$ cat src/lpm_map.vh
// constants for the lin phy mode controller
`ifndef LPM_MAP_VH
`define LPM_MAP_VH
// clock period in ns and timing figures
`define LPM_CLK_NS 8
`define LPM_GOTONORM_NS 10000
`define LPM_GOTOSLEEP_NS 10000
`define LPM_WAKE_LIN_NS 150000
`define LPM_TXD_TO_MS 90
// cycle counts of the figures above at the 8 ns period, 24 bits wide
`define LPM_GOTONORM_CYC 24'h0004e2
`define LPM_GOTOSLEEP_CYC 24'h0004e2
`define LPM_WAKE_LIN_CYC 24'h00493e
`define LPM_TXD_TO_CYC 24'haba950
// mode encodings
`define LPM_MODE_SLEEP 2'h0
`define LPM_MODE_STANDBY 2'h1
`define LPM_MODE_NORMAL 2'h2
`define LPM_MODE_POWERUP 2'h3
`endif

$ cat src/lpm_pulse_filter.v
// level duration filter: flags a level held longer than a count
`timescale 1ns/1ps
`default_nettype none
module lpm_pulse_filter #(
    parameter [23:0] LIMIT = 24'h000001
) (
    input wire sys_clk_i,
    input wire rstn_i,
    input wire level_i,
    output reg held_o
);
    reg [23:0] count;

    always @(posedge sys_clk_i or negedge rstn_i) begin
        if (!rstn_i) begin
            count <= 24'h000000;
            held_o <= 1'b0;
        end else if (!level_i) begin
            count <= 24'h000000;
            held_o <= 1'b0;
        end else if (count < LIMIT) begin
            count <= count + 24'h000001;
            held_o <= 1'b0;
        end else begin
            held_o <= 1'b1;
        end
    end
endmodule
`default_nettype wire

$ cat src/lpm_lin_phy.v
// lin phy mode controller with wake detection and transmit timeout
// Overview of operation
// - in normal, sleep_request_n low over 10 us enters sleep
// - supply_hold_out floats in sleep and from reset to the first clock, driven high otherwise
// - exactly four modes: sleep, standby, normal, power-up
// - remote wake needs bus dominant longer than 150 us
// - local wake needs sleep_request_n high longer than 10 us
// - wake in sleep goes to standby, supply hold high, rx low while request low
// - request high in standby clears wake flag, drops txd pull-down
// - request high in standby drops rx wake low at once
// - request high over 10 us from standby or power-up enters normal
// - normal passes bus to rx and tx input to bus
// - power-up floats rx, weak tx pull-down, transceiver idle
// - bus traffic at most 20 kbit/s
// - transmitter stops on dominant timeout or overtemperature
// - tx input pulled low only in power-up (weak) and in standby while request low (strong); sleep request has no pull-down
`timescale 1ns/1ps
`default_nettype none
`include "lpm_map.vh"
module lpm_lin_phy #(
    parameter [23:0] TXD_TO_CYC = `LPM_TXD_TO_CYC
) (
    input wire sys_clk_i,
    input wire rstn_i,
    input wire sleep_request_n_i,
    input wire txd_i,
    input wire bus_i,
    input wire overtemp_i,
    input wire shunt_source_a_i,
    input wire shunt_source_b_i,
    output reg bus_drive_dom_o,
    output reg rxd_o,
    output reg rxd_oe_o,
    output reg supply_hold_out_o,
    output reg supply_hold_out_oe_o,
    output reg txd_strong_pd_o,
    output reg txd_weak_pd_o,
    output reg shunt_source_a_o,
    output reg shunt_source_b_o,
    output reg wake_source_remote_o,
    output reg [1:0] mode_o
);

    localparam [1:0] ST_SLEEP = `LPM_MODE_SLEEP;
    localparam [1:0] ST_STANDBY = `LPM_MODE_STANDBY;
    localparam [1:0] ST_NORMAL = `LPM_MODE_NORMAL;
    localparam [1:0] ST_POWERUP = `LPM_MODE_POWERUP;

    // =====================================================
    // input synchronisers
    // =====================================================
    reg [4:0] sync_a;
    reg [4:0] sync_b;
    wire sleep_request_n = sync_b[0];
    wire txd = sync_b[1];
    wire bus_dom = ~sync_b[2];
    wire hot = sync_b[3];
    wire bsm_in = sync_b[4];

    // two flops on every pin input
    always @(posedge sys_clk_i or negedge rstn_i) begin
        if (!rstn_i) begin
            sync_a <= 5'h06; // request low, tx and bus recessive
            sync_b <= 5'h06;
        end else begin
            sync_a <= {shunt_source_a_i, overtemp_i, bus_i,
                       txd_i, sleep_request_n_i};
            sync_b <= sync_a;
        end
    end

    reg bsm_b;
    always @(posedge sys_clk_i or negedge rstn_i) begin
        if (!rstn_i) begin
            bsm_b <= 1'b0;
        end else begin
            bsm_b <= shunt_source_b_i;
        end
    end
    reg bsm_b2;
    always @(posedge sys_clk_i or negedge rstn_i) begin
        if (!rstn_i) begin
            bsm_b2 <= 1'b0;
        end else begin
            bsm_b2 <= bsm_b;
        end
    end

    // =====================================================
    // duration filters
    // =====================================================
    wire hi_held;
    wire lo_held;
    wire wake_held;
    reg [1:0] mode;
    wire wake_watch = (mode == ST_SLEEP) & bus_dom;

    lpm_pulse_filter #(.LIMIT(`LPM_GOTONORM_CYC)) u_hi (
        .sys_clk_i(sys_clk_i),
        .rstn_i(rstn_i),
        .level_i(sleep_request_n),
        .held_o(hi_held)
    );
    lpm_pulse_filter #(.LIMIT(`LPM_GOTOSLEEP_CYC)) u_lo (
        .sys_clk_i(sys_clk_i),
        .rstn_i(rstn_i),
        .level_i(~sleep_request_n),
        .held_o(lo_held)
    );
    lpm_pulse_filter #(.LIMIT(`LPM_WAKE_LIN_CYC)) u_wk (
        .sys_clk_i(sys_clk_i),
        .rstn_i(rstn_i),
        .level_i(wake_watch),
        .held_o(wake_held)
    );

    // =====================================================
    // mode machine
    // =====================================================
    reg wake_flag; // wake request pending, rx held low
    reg sleep_request_n_d;
    reg fell_in_normal; // falling edge seen while normal
    reg [1:0] next_mode;

    always @* begin
        next_mode = mode;
        case (mode)
            ST_SLEEP: begin
                // wake goes to standby at once
                if (wake_held || hi_held) begin
                    next_mode = ST_STANDBY;
                end
            end
            ST_STANDBY: begin
                if (hi_held) begin
                    next_mode = ST_NORMAL;
                end
            end
            ST_NORMAL: begin
                if (lo_held && fell_in_normal) begin
                    next_mode = ST_SLEEP;
                end
            end
            ST_POWERUP: begin
                if (hi_held) begin
                    next_mode = ST_NORMAL;
                end
            end
            default: next_mode = ST_POWERUP;
        endcase
    end

    always @(posedge sys_clk_i or negedge rstn_i) begin
        if (!rstn_i) begin
            mode <= ST_POWERUP;
            sleep_request_n_d <= 1'b0;
            fell_in_normal <= 1'b0;
            wake_flag <= 1'b0;
            wake_source_remote_o <= 1'b0;
        end else begin
            mode <= next_mode;
            sleep_request_n_d <= sleep_request_n;
            if (mode != ST_NORMAL || sleep_request_n) begin
                fell_in_normal <= 1'b0;
            end else if (sleep_request_n_d) begin
                fell_in_normal <= 1'b1;
            end
            if (mode == ST_SLEEP && (wake_held || hi_held)) begin
                wake_flag <= 1'b1;
                wake_source_remote_o <= wake_held;
            end else if (mode == ST_STANDBY && sleep_request_n) begin
                wake_flag <= 1'b0;
                wake_source_remote_o <= 1'b0;
            end
        end
    end

    // =====================================================
    // transmit dominant timeout
    // =====================================================
    reg [23:0] dom_cnt;
    reg tx_lock;
    // long dominant tx input stops driver
    always @(posedge sys_clk_i or negedge rstn_i) begin
        if (!rstn_i) begin
            dom_cnt <= 24'h000000;
            tx_lock <= 1'b0;
        end else if (txd) begin
            dom_cnt <= 24'h000000;
            tx_lock <= 1'b0;
        end else if (dom_cnt < TXD_TO_CYC) begin
            dom_cnt <= dom_cnt + 24'h000001;
        end else begin
            tx_lock <= 1'b1;
        end
    end

    // =====================================================
    // pin outputs
    // =====================================================
    always @(posedge sys_clk_i or negedge rstn_i) begin
        if (!rstn_i) begin
            bus_drive_dom_o <= 1'b0;
            rxd_o <= 1'b1;
            rxd_oe_o <= 1'b0;
            supply_hold_out_o <= 1'b0;
            supply_hold_out_oe_o <= 1'b0;
            txd_strong_pd_o <= 1'b0;
            txd_weak_pd_o <= 1'b1;
            shunt_source_a_o <= 1'b0;
            shunt_source_b_o <= 1'b0;
            mode_o <= ST_POWERUP;
        end else begin
            mode_o <= next_mode;
            supply_hold_out_o <= (next_mode != ST_SLEEP);
            supply_hold_out_oe_o <= (next_mode != ST_SLEEP);
            // drive bus from tx input in normal
            bus_drive_dom_o <= (next_mode == ST_NORMAL) & ~txd &
                               ~tx_lock & ~hot;
            // power-up floats rx, weak pull-down on tx
            rxd_oe_o <= (next_mode != ST_POWERUP);
            txd_weak_pd_o <= (next_mode == ST_POWERUP);
            // three-cycle rx path, far inside a 20 kbit/s bit
            // wake low released as soon as request high
            if (next_mode == ST_NORMAL) begin
                rxd_o <= ~bus_dom;
            end else if (next_mode == ST_STANDBY) begin
                rxd_o <= ~(wake_flag | (mode == ST_SLEEP)) | sleep_request_n;
            end else begin
                rxd_o <= 1'b1;
            end
            txd_strong_pd_o <= (next_mode == ST_STANDBY) & ~sleep_request_n;
            shunt_source_a_o <= bsm_in;
            shunt_source_b_o <= bsm_b2;
        end
    end
endmodule
`default_nettype wire

$ cat config.mk
export PLATFORM = sky130hd
export DESIGN_NAME = lpm_lin_phy
export DESIGN_NICKNAME = d
export VERILOG_FILES = /design/src/lpm_pulse_filter.v /design/src/lpm_lin_phy.v
export VERILOG_INCLUDE_DIRS = /design/src
export SDC_FILE = /design/constraint.sdc
export NUM_CORES = 1
export LEC_CHECK = 0
export BUFFER_PORTS_ARGS = -buffer_cell sky130_fd_sc_hd__buf_4
export CORE_MARGIN = 2
export CORE_UTILIZATION = 35
export CTS_CLUSTER_SIZE = 10
export DETAILED_ROUTE_END_ITERATION = 10
export PLACE_DENSITY_LB_ADDON = 0.2
export RECOVER_POWER = 50
export SYNTH_ARGS = -nofsm -noshare
export SYNTH_HDL_FRONTEND = slang
export SYNTH_SLANG_ARGS = --single-unit
$ cat constraint.sdc
create_clock -name sys_clk_i -period 3.5 [get_ports sys_clk_i]
set_input_delay 0.35 -clock sys_clk_i [delete_from_list [all_inputs] [get_ports sys_clk_i]]
set_output_delay 0.35 -clock sys_clk_i [all_outputs]
set_load 0.01 [all_outputs]
Word-level counts from Yosys, hierarchy flattened
Index checks and enable logic that the tools add are counted.
{ "totals": {"regBits": 126, "latch_bits": 0, "ram_bits": 0, "mem_bits_ro": 0, "in_bits": 8, "out_inout_bits": 12, "word_cells": 96, "mem_count": 0} }
{ "classes": {"add_sub_neg": 4, "multipliers": 0, "n_div": 0, "order_cmp": 4, "eq_ne": 11, "shift": 0, "muxes": 27, "bitwise": 13, "reduce_logical": 12} }
{ "ops": {"columns": ["cell", "count"], "rows": [
  ["$mux 24", 8],
  ["$add 24x1->24 const B", 4],
  ["$lt 24x11->1 const B", 2],
  ["$lt 24x15->1 const B", 1],
  ["$lt 24x24->1 const B", 1],
  ["$mux 1", 15],
  ["$reduce_bool 2->1", 5],
  ["$eq 2x2->1 const B", 4],
  ["$ne 2x2->1 const B", 4],
  ["$mux 2", 3],
  ["$not 1->1", 6],
  ["$pmux 2 s3", 1],
  ["$and 1x1->1", 5],
  ["$eq 2x1->1 const B", 2],
  ["$logic_and 1x1->1", 3],
  ["$logic_not 2->1", 1],
  ["$logic_or 1x1->1", 2],
  ["$ne 2x1->1 const B", 1],
  ["$or 1x1->1", 2],
  ["$reduce_or 2->1", 1]
]} }

Logic depth before layout (Yosys ltp)
Gate-level depths: netlist of run 1.
{ "depth": {"ltp_word": 7, "mapped_depth": 7, "ltp_nobuf": 6} }

Modules after synthesis
A second synthesis of run 1 with hierarchy kept.
{ "unflattened": {"hier_cells": 527, "area_unflattened_um2": 5713.0} }
{ "modules_own_cells": {"columns": ["module", "instances", "cells_each", "area_per_inst_um2", "seq_area_each_um2"], "rows": [
  ["lpm_lin_phy", 1, 209, 2301.0, 1286.2],
  ["lpm_pulse_filter at u_hi ...", 2, 100, 1099.8, 625.6],
  ["lpm_pulse_filter at u_wk", 1, 118, 1212.4, 625.6]
]} }

Worst setup path after synthesis of run 1
No wires, ideal clock.
{ "synth_path": {"path_type": "register to register", "startpoint": "register u_wk.count[2]", "endpoint": "register u_wk.count[10]", "setup_time_ns": 0.122, "t_arrival_ns": 1.952, "required_ns": 3.378, "slack_ns": 1.426, "path_stages_with_launch": 7, "n_path_buf": 1, "synth_period_minus_slack_ns": 2.074, "path_cell_list": "dfrtp_1 > and3_1 > buf_2 > a2111oi_2 > o211ai_1 > or3_1 > mux2i_1"} }
{ "synth_between": {"elab_chain_cells": 3, "word_cells_on_any_way": 5, "cone_classes": "add/sub (1); order compare (1); eq/ne (1); mux (2)"} }
{ "synth_lines": {"columns": ["item", "line", "text"], "rows": [
  ["start: declaration", "lpm_pulse_filter.v:12", "reg [23:0] count;"],
  ["start signal: assignment", "lpm_pulse_filter.v:22", "count <= count + 24'h000001;"],
  ["$add 24x1->24", "lpm_pulse_filter.v:22", null],
  ["$mux 24", "lpm_pulse_filter.v:21", "end else if (count < LIMIT) begin"],
  ["$mux 24", "lpm_pulse_filter.v:18", "end else if (!level_i) begin"]
]} }
Several ways; a longest one is shown, not always the timed one. The select of a mux whose other input is x is not followed.
A chain may end at the register's enable or synchronous reset.

Worst setup path in the final report of run 1
{ "layout_path": {"startpoint": "register dom_cnt[18]", "endpoint": "register dom_cnt[1]"} }
{ "layout_between": {"elab_chain_cells": 2} }
{ "layout_lines": {"columns": ["item", "line", "text"], "rows": [
  ["start: declaration", "lpm_lin_phy.v:181", "reg [23:0] dom_cnt;"],
  ["start signal: assignment", "lpm_lin_phy.v:192", "dom_cnt <= dom_cnt + 24'h000001;"],
  ["$lt 24x24->1", "lpm_lin_phy.v:191", "end else if (dom_cnt < TXD_TO_CYC) begin"],
  ["$reduce_bool 2->1 (no source line)", null, null]
]} }
No other way between the ends.

==> results of run 1 <==
[critical path: stages (launching register included)]
cell and delay (ps):
dfrtp_1 440, nor4b_1 300, nand4b_1 160, a2bb2oi_2 680, buf_4 350, mux2i_1 210
nor2_1 50
[layer usage]
layer | wire [um] | part of all wire [%] | up-vias
li1 | - | - | 1935
met3 | 350 | 3.3 | 17
met1 | 5180 | 49 | 1943
met2 | 4780 | 46 | 43
met5 | 0 | 0 | -
met4 | 180 | 1.7 | 0
[power groups by stage]
stage | Sequential (mW) | Clock (mW) | Combinational [mW]
floorplan | 1.52 | 0 | 0.0471
global placement | 1.53 | 0 | 0.0907
detailed placement | 1.53 | 0 | 0.0926
CTS | 1.50 | 1.64 | 0.0932
global route | 1.51 | 1.72 | 0.102
finish | 1.50 | 1.60 | 0.0861
[registers in the layout (all words and copies together), names as in the netlist, 2 cells and up]
register    flops
dom_cnt        24
mode_o          2
sync_a          5
sync_b          5
u_hi.count     24
u_lo.count     24
u_wk.count     24
[logic make-up after synthesis]
kind of cell,after synthesis,share of synthesized area (%)
AOI/OAI and AO/OA,103,12.0
xor gates and xnor gates,10,1.59
adders and majority gates,4,0.908
muxes,13,2.41
and+or+nand+nor,234,23.1
buffers and inverters,35,2.52
DFF,126,57.4
[worst min-delay path by stage]
| stage | endpoint | depth (start not counted) | startpoint | slack (ps) |
|---|---|---|---|---|
| floorplan | bsm_b | 0 | rstn_i | 50 |
| global placement | shunt_source_a_o | 0 | sync_b[4] | 330 |
| detailed placement | shunt_source_b_o | 0 | bsm_b2 | 340 |
| CTS | tx_lock | 1 | rstn_i | 2 |
| global route | dom_cnt[7] | 1 | rstn_i | 20 |
| finish | dom_cnt[9] | 1 | rstn_i | -30 |
[final cells by class]
type / count / area, um^2
fill: 1465 / 8910
multi-input combinational: 364 / 2210
tap: 211 / 264
clock buffer: 20 / 457
timing repair buffer: 23 / 170
sequential: 126 / 3160
inverter: 12 / 45.0
clock inverter: 12 / 87.6
[placed cells by master (no fill, tap or decap), types with 6 or more instances in the layout]
| cell | n |
|---|---|
| dfrtp_1 | 118 |
| nand2_1 | 43 |
| nor2_1 | 39 |
| a21oi_1 | 36 |
| and2_1 | 26 |
| o21ai_0 | 18 |
| clkbuf_16 | 17 |
| nand3_1 | 16 |
| or3_1 | 16 |
| nor2b_1 | 16 |
| buf_4 | 16 |
| nand4_1 | 15 |
| nor4_1 | 14 |
| o31ai_1 | 14 |
| or4_1 | 14 |
| inv_1 | 12 |
| nor3_1 | 11 |
| mux2i_1 | 11 |
| and3_1 | 8 |
| nand2b_1 | 8 |
| dfstp_2 | 8 |
| xnor2_1 | 7 |
| o21a_1 | 6 |
| clkbuf_4 | 6 |
==> results.yml, run 1 <==
cts:
  cts_resized: 0
  root_buffer: "clkbuf_16"
  postCtsSetupBuffers: 0
  clkSinkCount: 126
  cts_tree: "done"
  clockBufferDepth: 2
  insertion_delay_ps: 420
  path_clk_slew_ps: 60
  holdBufCountCts: 0
  cts_buffers: 17
  htree_levels: 4
cells_and_area:
  layout-drive-gt1-share_pct: 13.1
  num-nets-final: 556
  area_delta_synth_final_pct: 16.2
  stdcell_count: 768
  post-route-util_pct: 41.8
  diodes: 0
  stdcell_area_mm2: 0.00640
global_routing:
  grt-ovfl-total: 0
  grt_pass1_wl_mm: 18.3
  use_met3_pct: 4.75
  met1_usage_pct: 18.4
  busiest_layer: "met2"
  grt_pass1_vias: 3848
  gr-usage-met2_pct: 20.7
  grt_antenna_before_repair: 0
  grt_max_degree: 73
  track_usage_pct: 13.9
yosys:
  synthArstFlopShare_pct: 100
  synth_common_cells: "dfrtp_1, nand2_1, nor2_1"
  synth_area_leaders: "dfrtp_1, dfstp_2, a21oi_1"
  ys.flop_type: "dfrtp_1"
  yosys.area.top_type: "dfrtp_1"
  synth_area_per_cell_um2: 10.5
  ys_ff_latch: 126
  synth_edf_count: 0
  synth_top_area_share_pct: 53.6
  synth_area_mm2: 0.00551
  ys_seq_area_share_pct: 57.4
  netlist_instances: 525
  ys.warnings.count: 0
  yosysMostFrequentCell: "dfrtp_1"
  yosysUniqueCellTypes: 50
  synth_nets: 537
critical_path:
  worstPathArrival_ps: 2600
  rr_startpoint: "dom_cnt[18]"
  startpoint_type: "register"
  rr_worst_depth: 6
  reg2reg_slack_ps: 1180
  criticalPathCategory: "reg -> reg"
  cp_max_fo: 25
  r2r-end: "dom_cnt[1]"
  endpoint_kind: "register"
  critPathRequiredTime_ps: 3780
  setup.worst_path.end: "dom_cnt[1]"
  crit_start: "dom_cnt[18]"
power:
  irDropWorstVdd_uv: 364
  p_int_mw: 2.45
  p_leak_nw: 2.80
  netSwitchingPower_uw: 735
  finalPower_mw: 3.18
  power-per-cell-area_mw_per_mm2: 498
  p_comb_share_pct: 2.7
  seq_power_share_pct: 47.2
  switching_share_pct: 23.1
  clkPwrFrac_pct: 50.1
die:
  die_area_mm2: 0.0168
  die_h_um: 129
  die_w_um: 129
  rows: 45
  core_area_mm2: 0.0153
  num_io_pins: 20
  start_util_pct: 36.0
timing:
  finalHoldViolations: 52
  post-route-period-util_pct: 66.3
  drv_slew: 73
  fmax_ghz: 0.431
  tightestPinTransition_ps: 1770
  setup_viol: 0
  setup_tns_ps: 0
  period_needed_ps: 2320
  fin_worst_skew_ps: 8.00
  slew_headroom_pct: -17.8
  hold_ws_ps: -33.4
  setup_slack_ps: 1180
  rsz0062_at_grt: "false"
drt:
  via_per_inst: 5.13
  firstDrtPassIters: 4
  ant_nets: 0
  drt_iter0_drc: 359
  drc: 0
  drt-wirelength-per-cell_um: 13.7
  dr_total_vias: 3938
  drt_wl_total_mm: 10.5
status:
  status: "complete, but fails checks"
  violations: "negative hold slack, max-capacitance violations, max-slew violations"
placed_design:
  io_buffers: 19
  place.gp.congestion: 0.868
  dp_hpwl_mm: 6.83
  place_inst: 736
  placed_area_mm2: 0.00587
  post-place-ws_ps: 1200
min_path:
  min_path_type: "in -> async"
run:
  maxCapViolCount: 1
(Power assumes the default switching activity.)
==> inputs of run 2 (changes only) <==
Settings changed: ABC_AREA from default to 1.
Clock period 3.5 ns to 2.2 ns, I/O delays scaled along.
==> results.yml, run 2 <==
timing:
  slew_headroom_pct: 8.09
  setup_tns_ps: 0
  post-route-period-util_pct: 80.5
  drv_slew: 0
  fmax_ghz: 0.564
  period_needed_ps: 1770
  setup_slack_ps: 428
  setup_viol: 0
  finalHoldViolations: 0
  fin_worst_skew_ps: 8.48
  rsz0062_at_grt: "false"
  tightestPinTransition_ps: 1380
  hold_ws_ps: 346
critical_path:
  cpPeakStageDelay_ps: 440
  startpoint_type: "register"
  slowest_stage: "dfrtp_1"
  critPathRequiredTime_ps: 2560
  cp_common_cell: "nand2_1"
  rr_worst_depth: 10
  cp_max_fo: 6
  worstPathArrival_ps: 2130
  criticalPathCategory: "reg -> reg"
  crit_chain: "ha_1, nand2_1, nor2_2, and2_1, nand3_1, nand2_1, nand2_1, nor2_1, nand2_1, nand2_1"
  endpoint_kind: "register"
yosys:
  synth_edf_count: 0
  synthArstFlopShare_pct: 100
  synth_area_leaders: "dfrtp_1, nand2_1, nor2_1"
  synth_nets: 820
  yosysUniqueCellTypes: 35
  netlist_instances: 808
  synth_common_cells: "nand2_1, nor2_1, dfrtp_1"
  ys.flop_type: "dfrtp_1"
  synth_area_mm2: 0.00630
  yosys.area.top_type: "dfrtp_1"
  ys.warnings.count: 0
  yosysMostFrequentCell: "nand2_1"
  synth_area_per_cell_um2: 7.80
  synth_top_area_share_pct: 46.8
  ys_ff_latch: 126
  ys_seq_area_share_pct: 50.2
die:
  num_io_pins: 20
  core_area_mm2: 0.0178
  rows: 49
  die_w_um: 138
  die_area_mm2: 0.0191
  start_util_pct: 35.3
  die_h_um: 138
power:
  irDropWorstVdd_uv: 540
  power-per-cell-area_mw_per_mm2: 752
  finalPower_mw: 5.57
  p_leak_nw: 3.66
cells_and_area:
  mostFrequentLayoutCells: "nand2_1, nor2_1, dfrtp_1"
  stdcell_count: 1082
  post-route-util_pct: 41.5
  num-fill-cells: 1809
  area_delta_synth_final_pct: 17.5
  regArea_mm2: 0.00316
  diodes: 0
  stdcell_area_mm2: 0.00741
  multiInputGateArea_mm2: 0.00270
  layout-drive-gt1-share_pct: 11.5
  num-nets-final: 852
  mostFrequentLayoutCell: "nand2_1"
drt:
  topRoutingLayerUsed: "met4"
  ant_nets: 0
  drt-wirelength-per-cell_um: 12.2
  dr_total_vias: 4979
  firstDrtPassIters: 4
  drt_iter0_drc: 242
  drt_wl_total_mm: 13.2
  drc: 0
  wirelength_met1_mm: 6.50
  met2WireLength_mm: 6.07
  wl_met3_um: 423
  via_per_inst: 4.60
global_routing:
  grt-ovfl-total: 0
  track_usage_pct: 15.0
  grt_max_degree: 56
  grt_pass1_wl_mm: 23.5
  grt_pass1_vias: 4940
  grt_antenna_before_repair: 0
cts:
  postCtsSetupBuffers: 0
  clockBufferDepth: 2
  cts_resized: 0
  cts_buffers: 17
  clkSinkCount: 126
  cts_tree: "done"
  holdBufCountCts: 7
  root_buffer: "clkbuf_16"
  htree_levels: 4
  insertion_delay_ps: 420
  path_clk_slew_ps: 50
placed_design:
  io_buffers: 19
  post-place-ws_ps: 436
  placed_area_mm2: 0.00671
  dp_hpwl_mm: 8.92
  place_inst: 1043
  place.gp.congestion: 0.815
min_path:
  worstHoldPathCells: 0
  min_path_type: "reg -> reg"
status:
  status: "completed"
run:
  maxCapViolCount: 0
==> run 2: critical path: cells and delay by family (launching register included) <==
| kind | cells | cell delay [ps] |
|---|---|---|
| adders and majority gates | 1 | 310 |
| and+or+nand+nor | 9 | 970 |
| DFF | 1 | 440 |
==> run 2: cell type report <==
cell class | count | area share (%)
Sequential cell | 126 | 42.7
Multi-Input combinational cell | 572 | 36.4
Timing Repair Buffer | 35 | 4.00
Inverter | 88 | 4.46
Tap cell | 229 | 3.87
Clock buffer | 21 | 6.35
Clock inverter | 11 | 2.21
==> run 2: report_power, final <==
group          internal [mW]  switching (mW)
registers               2.35          0.0305
clock network           1.98            1.03
logic                 0.0553           0.120
total                   4.39            1.18
==> run 2: worst paths after layout <==
check                           start               end  slack [ps]
max                        dom_cnt[0]       dom_cnt[16]         430
min                         sync_a[0]         sync_b[0]         350
max reg2reg                dom_cnt[0]       dom_cnt[16]         430
min reg2reg                 sync_a[0]         sync_b[0]         350
max in group asynchronous      rstn_i         sync_b[1]         550
min in group asynchronous      rstn_i  shunt_source_a_o         660
==> run 2: cells by family after synthesis <==
kind of cell	share of synthesized area, %
XOR/XNOR	4.59
AO/OA/AOI/OAI	1.85
AND/OR/NAND/NOR	35.5
buffers and inverters	7.07
adder cells (fa/ha/maj)	0.794
flip-flops	50.2
==> run 2: routing by layer <==
metal / vias to the layer above / track usage (%)
met5: - / 0
met3: 19 / 3.19
li1: 2588 / -
met2: 65 / 24.0
met1: 2307 / 19.9
met4: 0 / 6.44
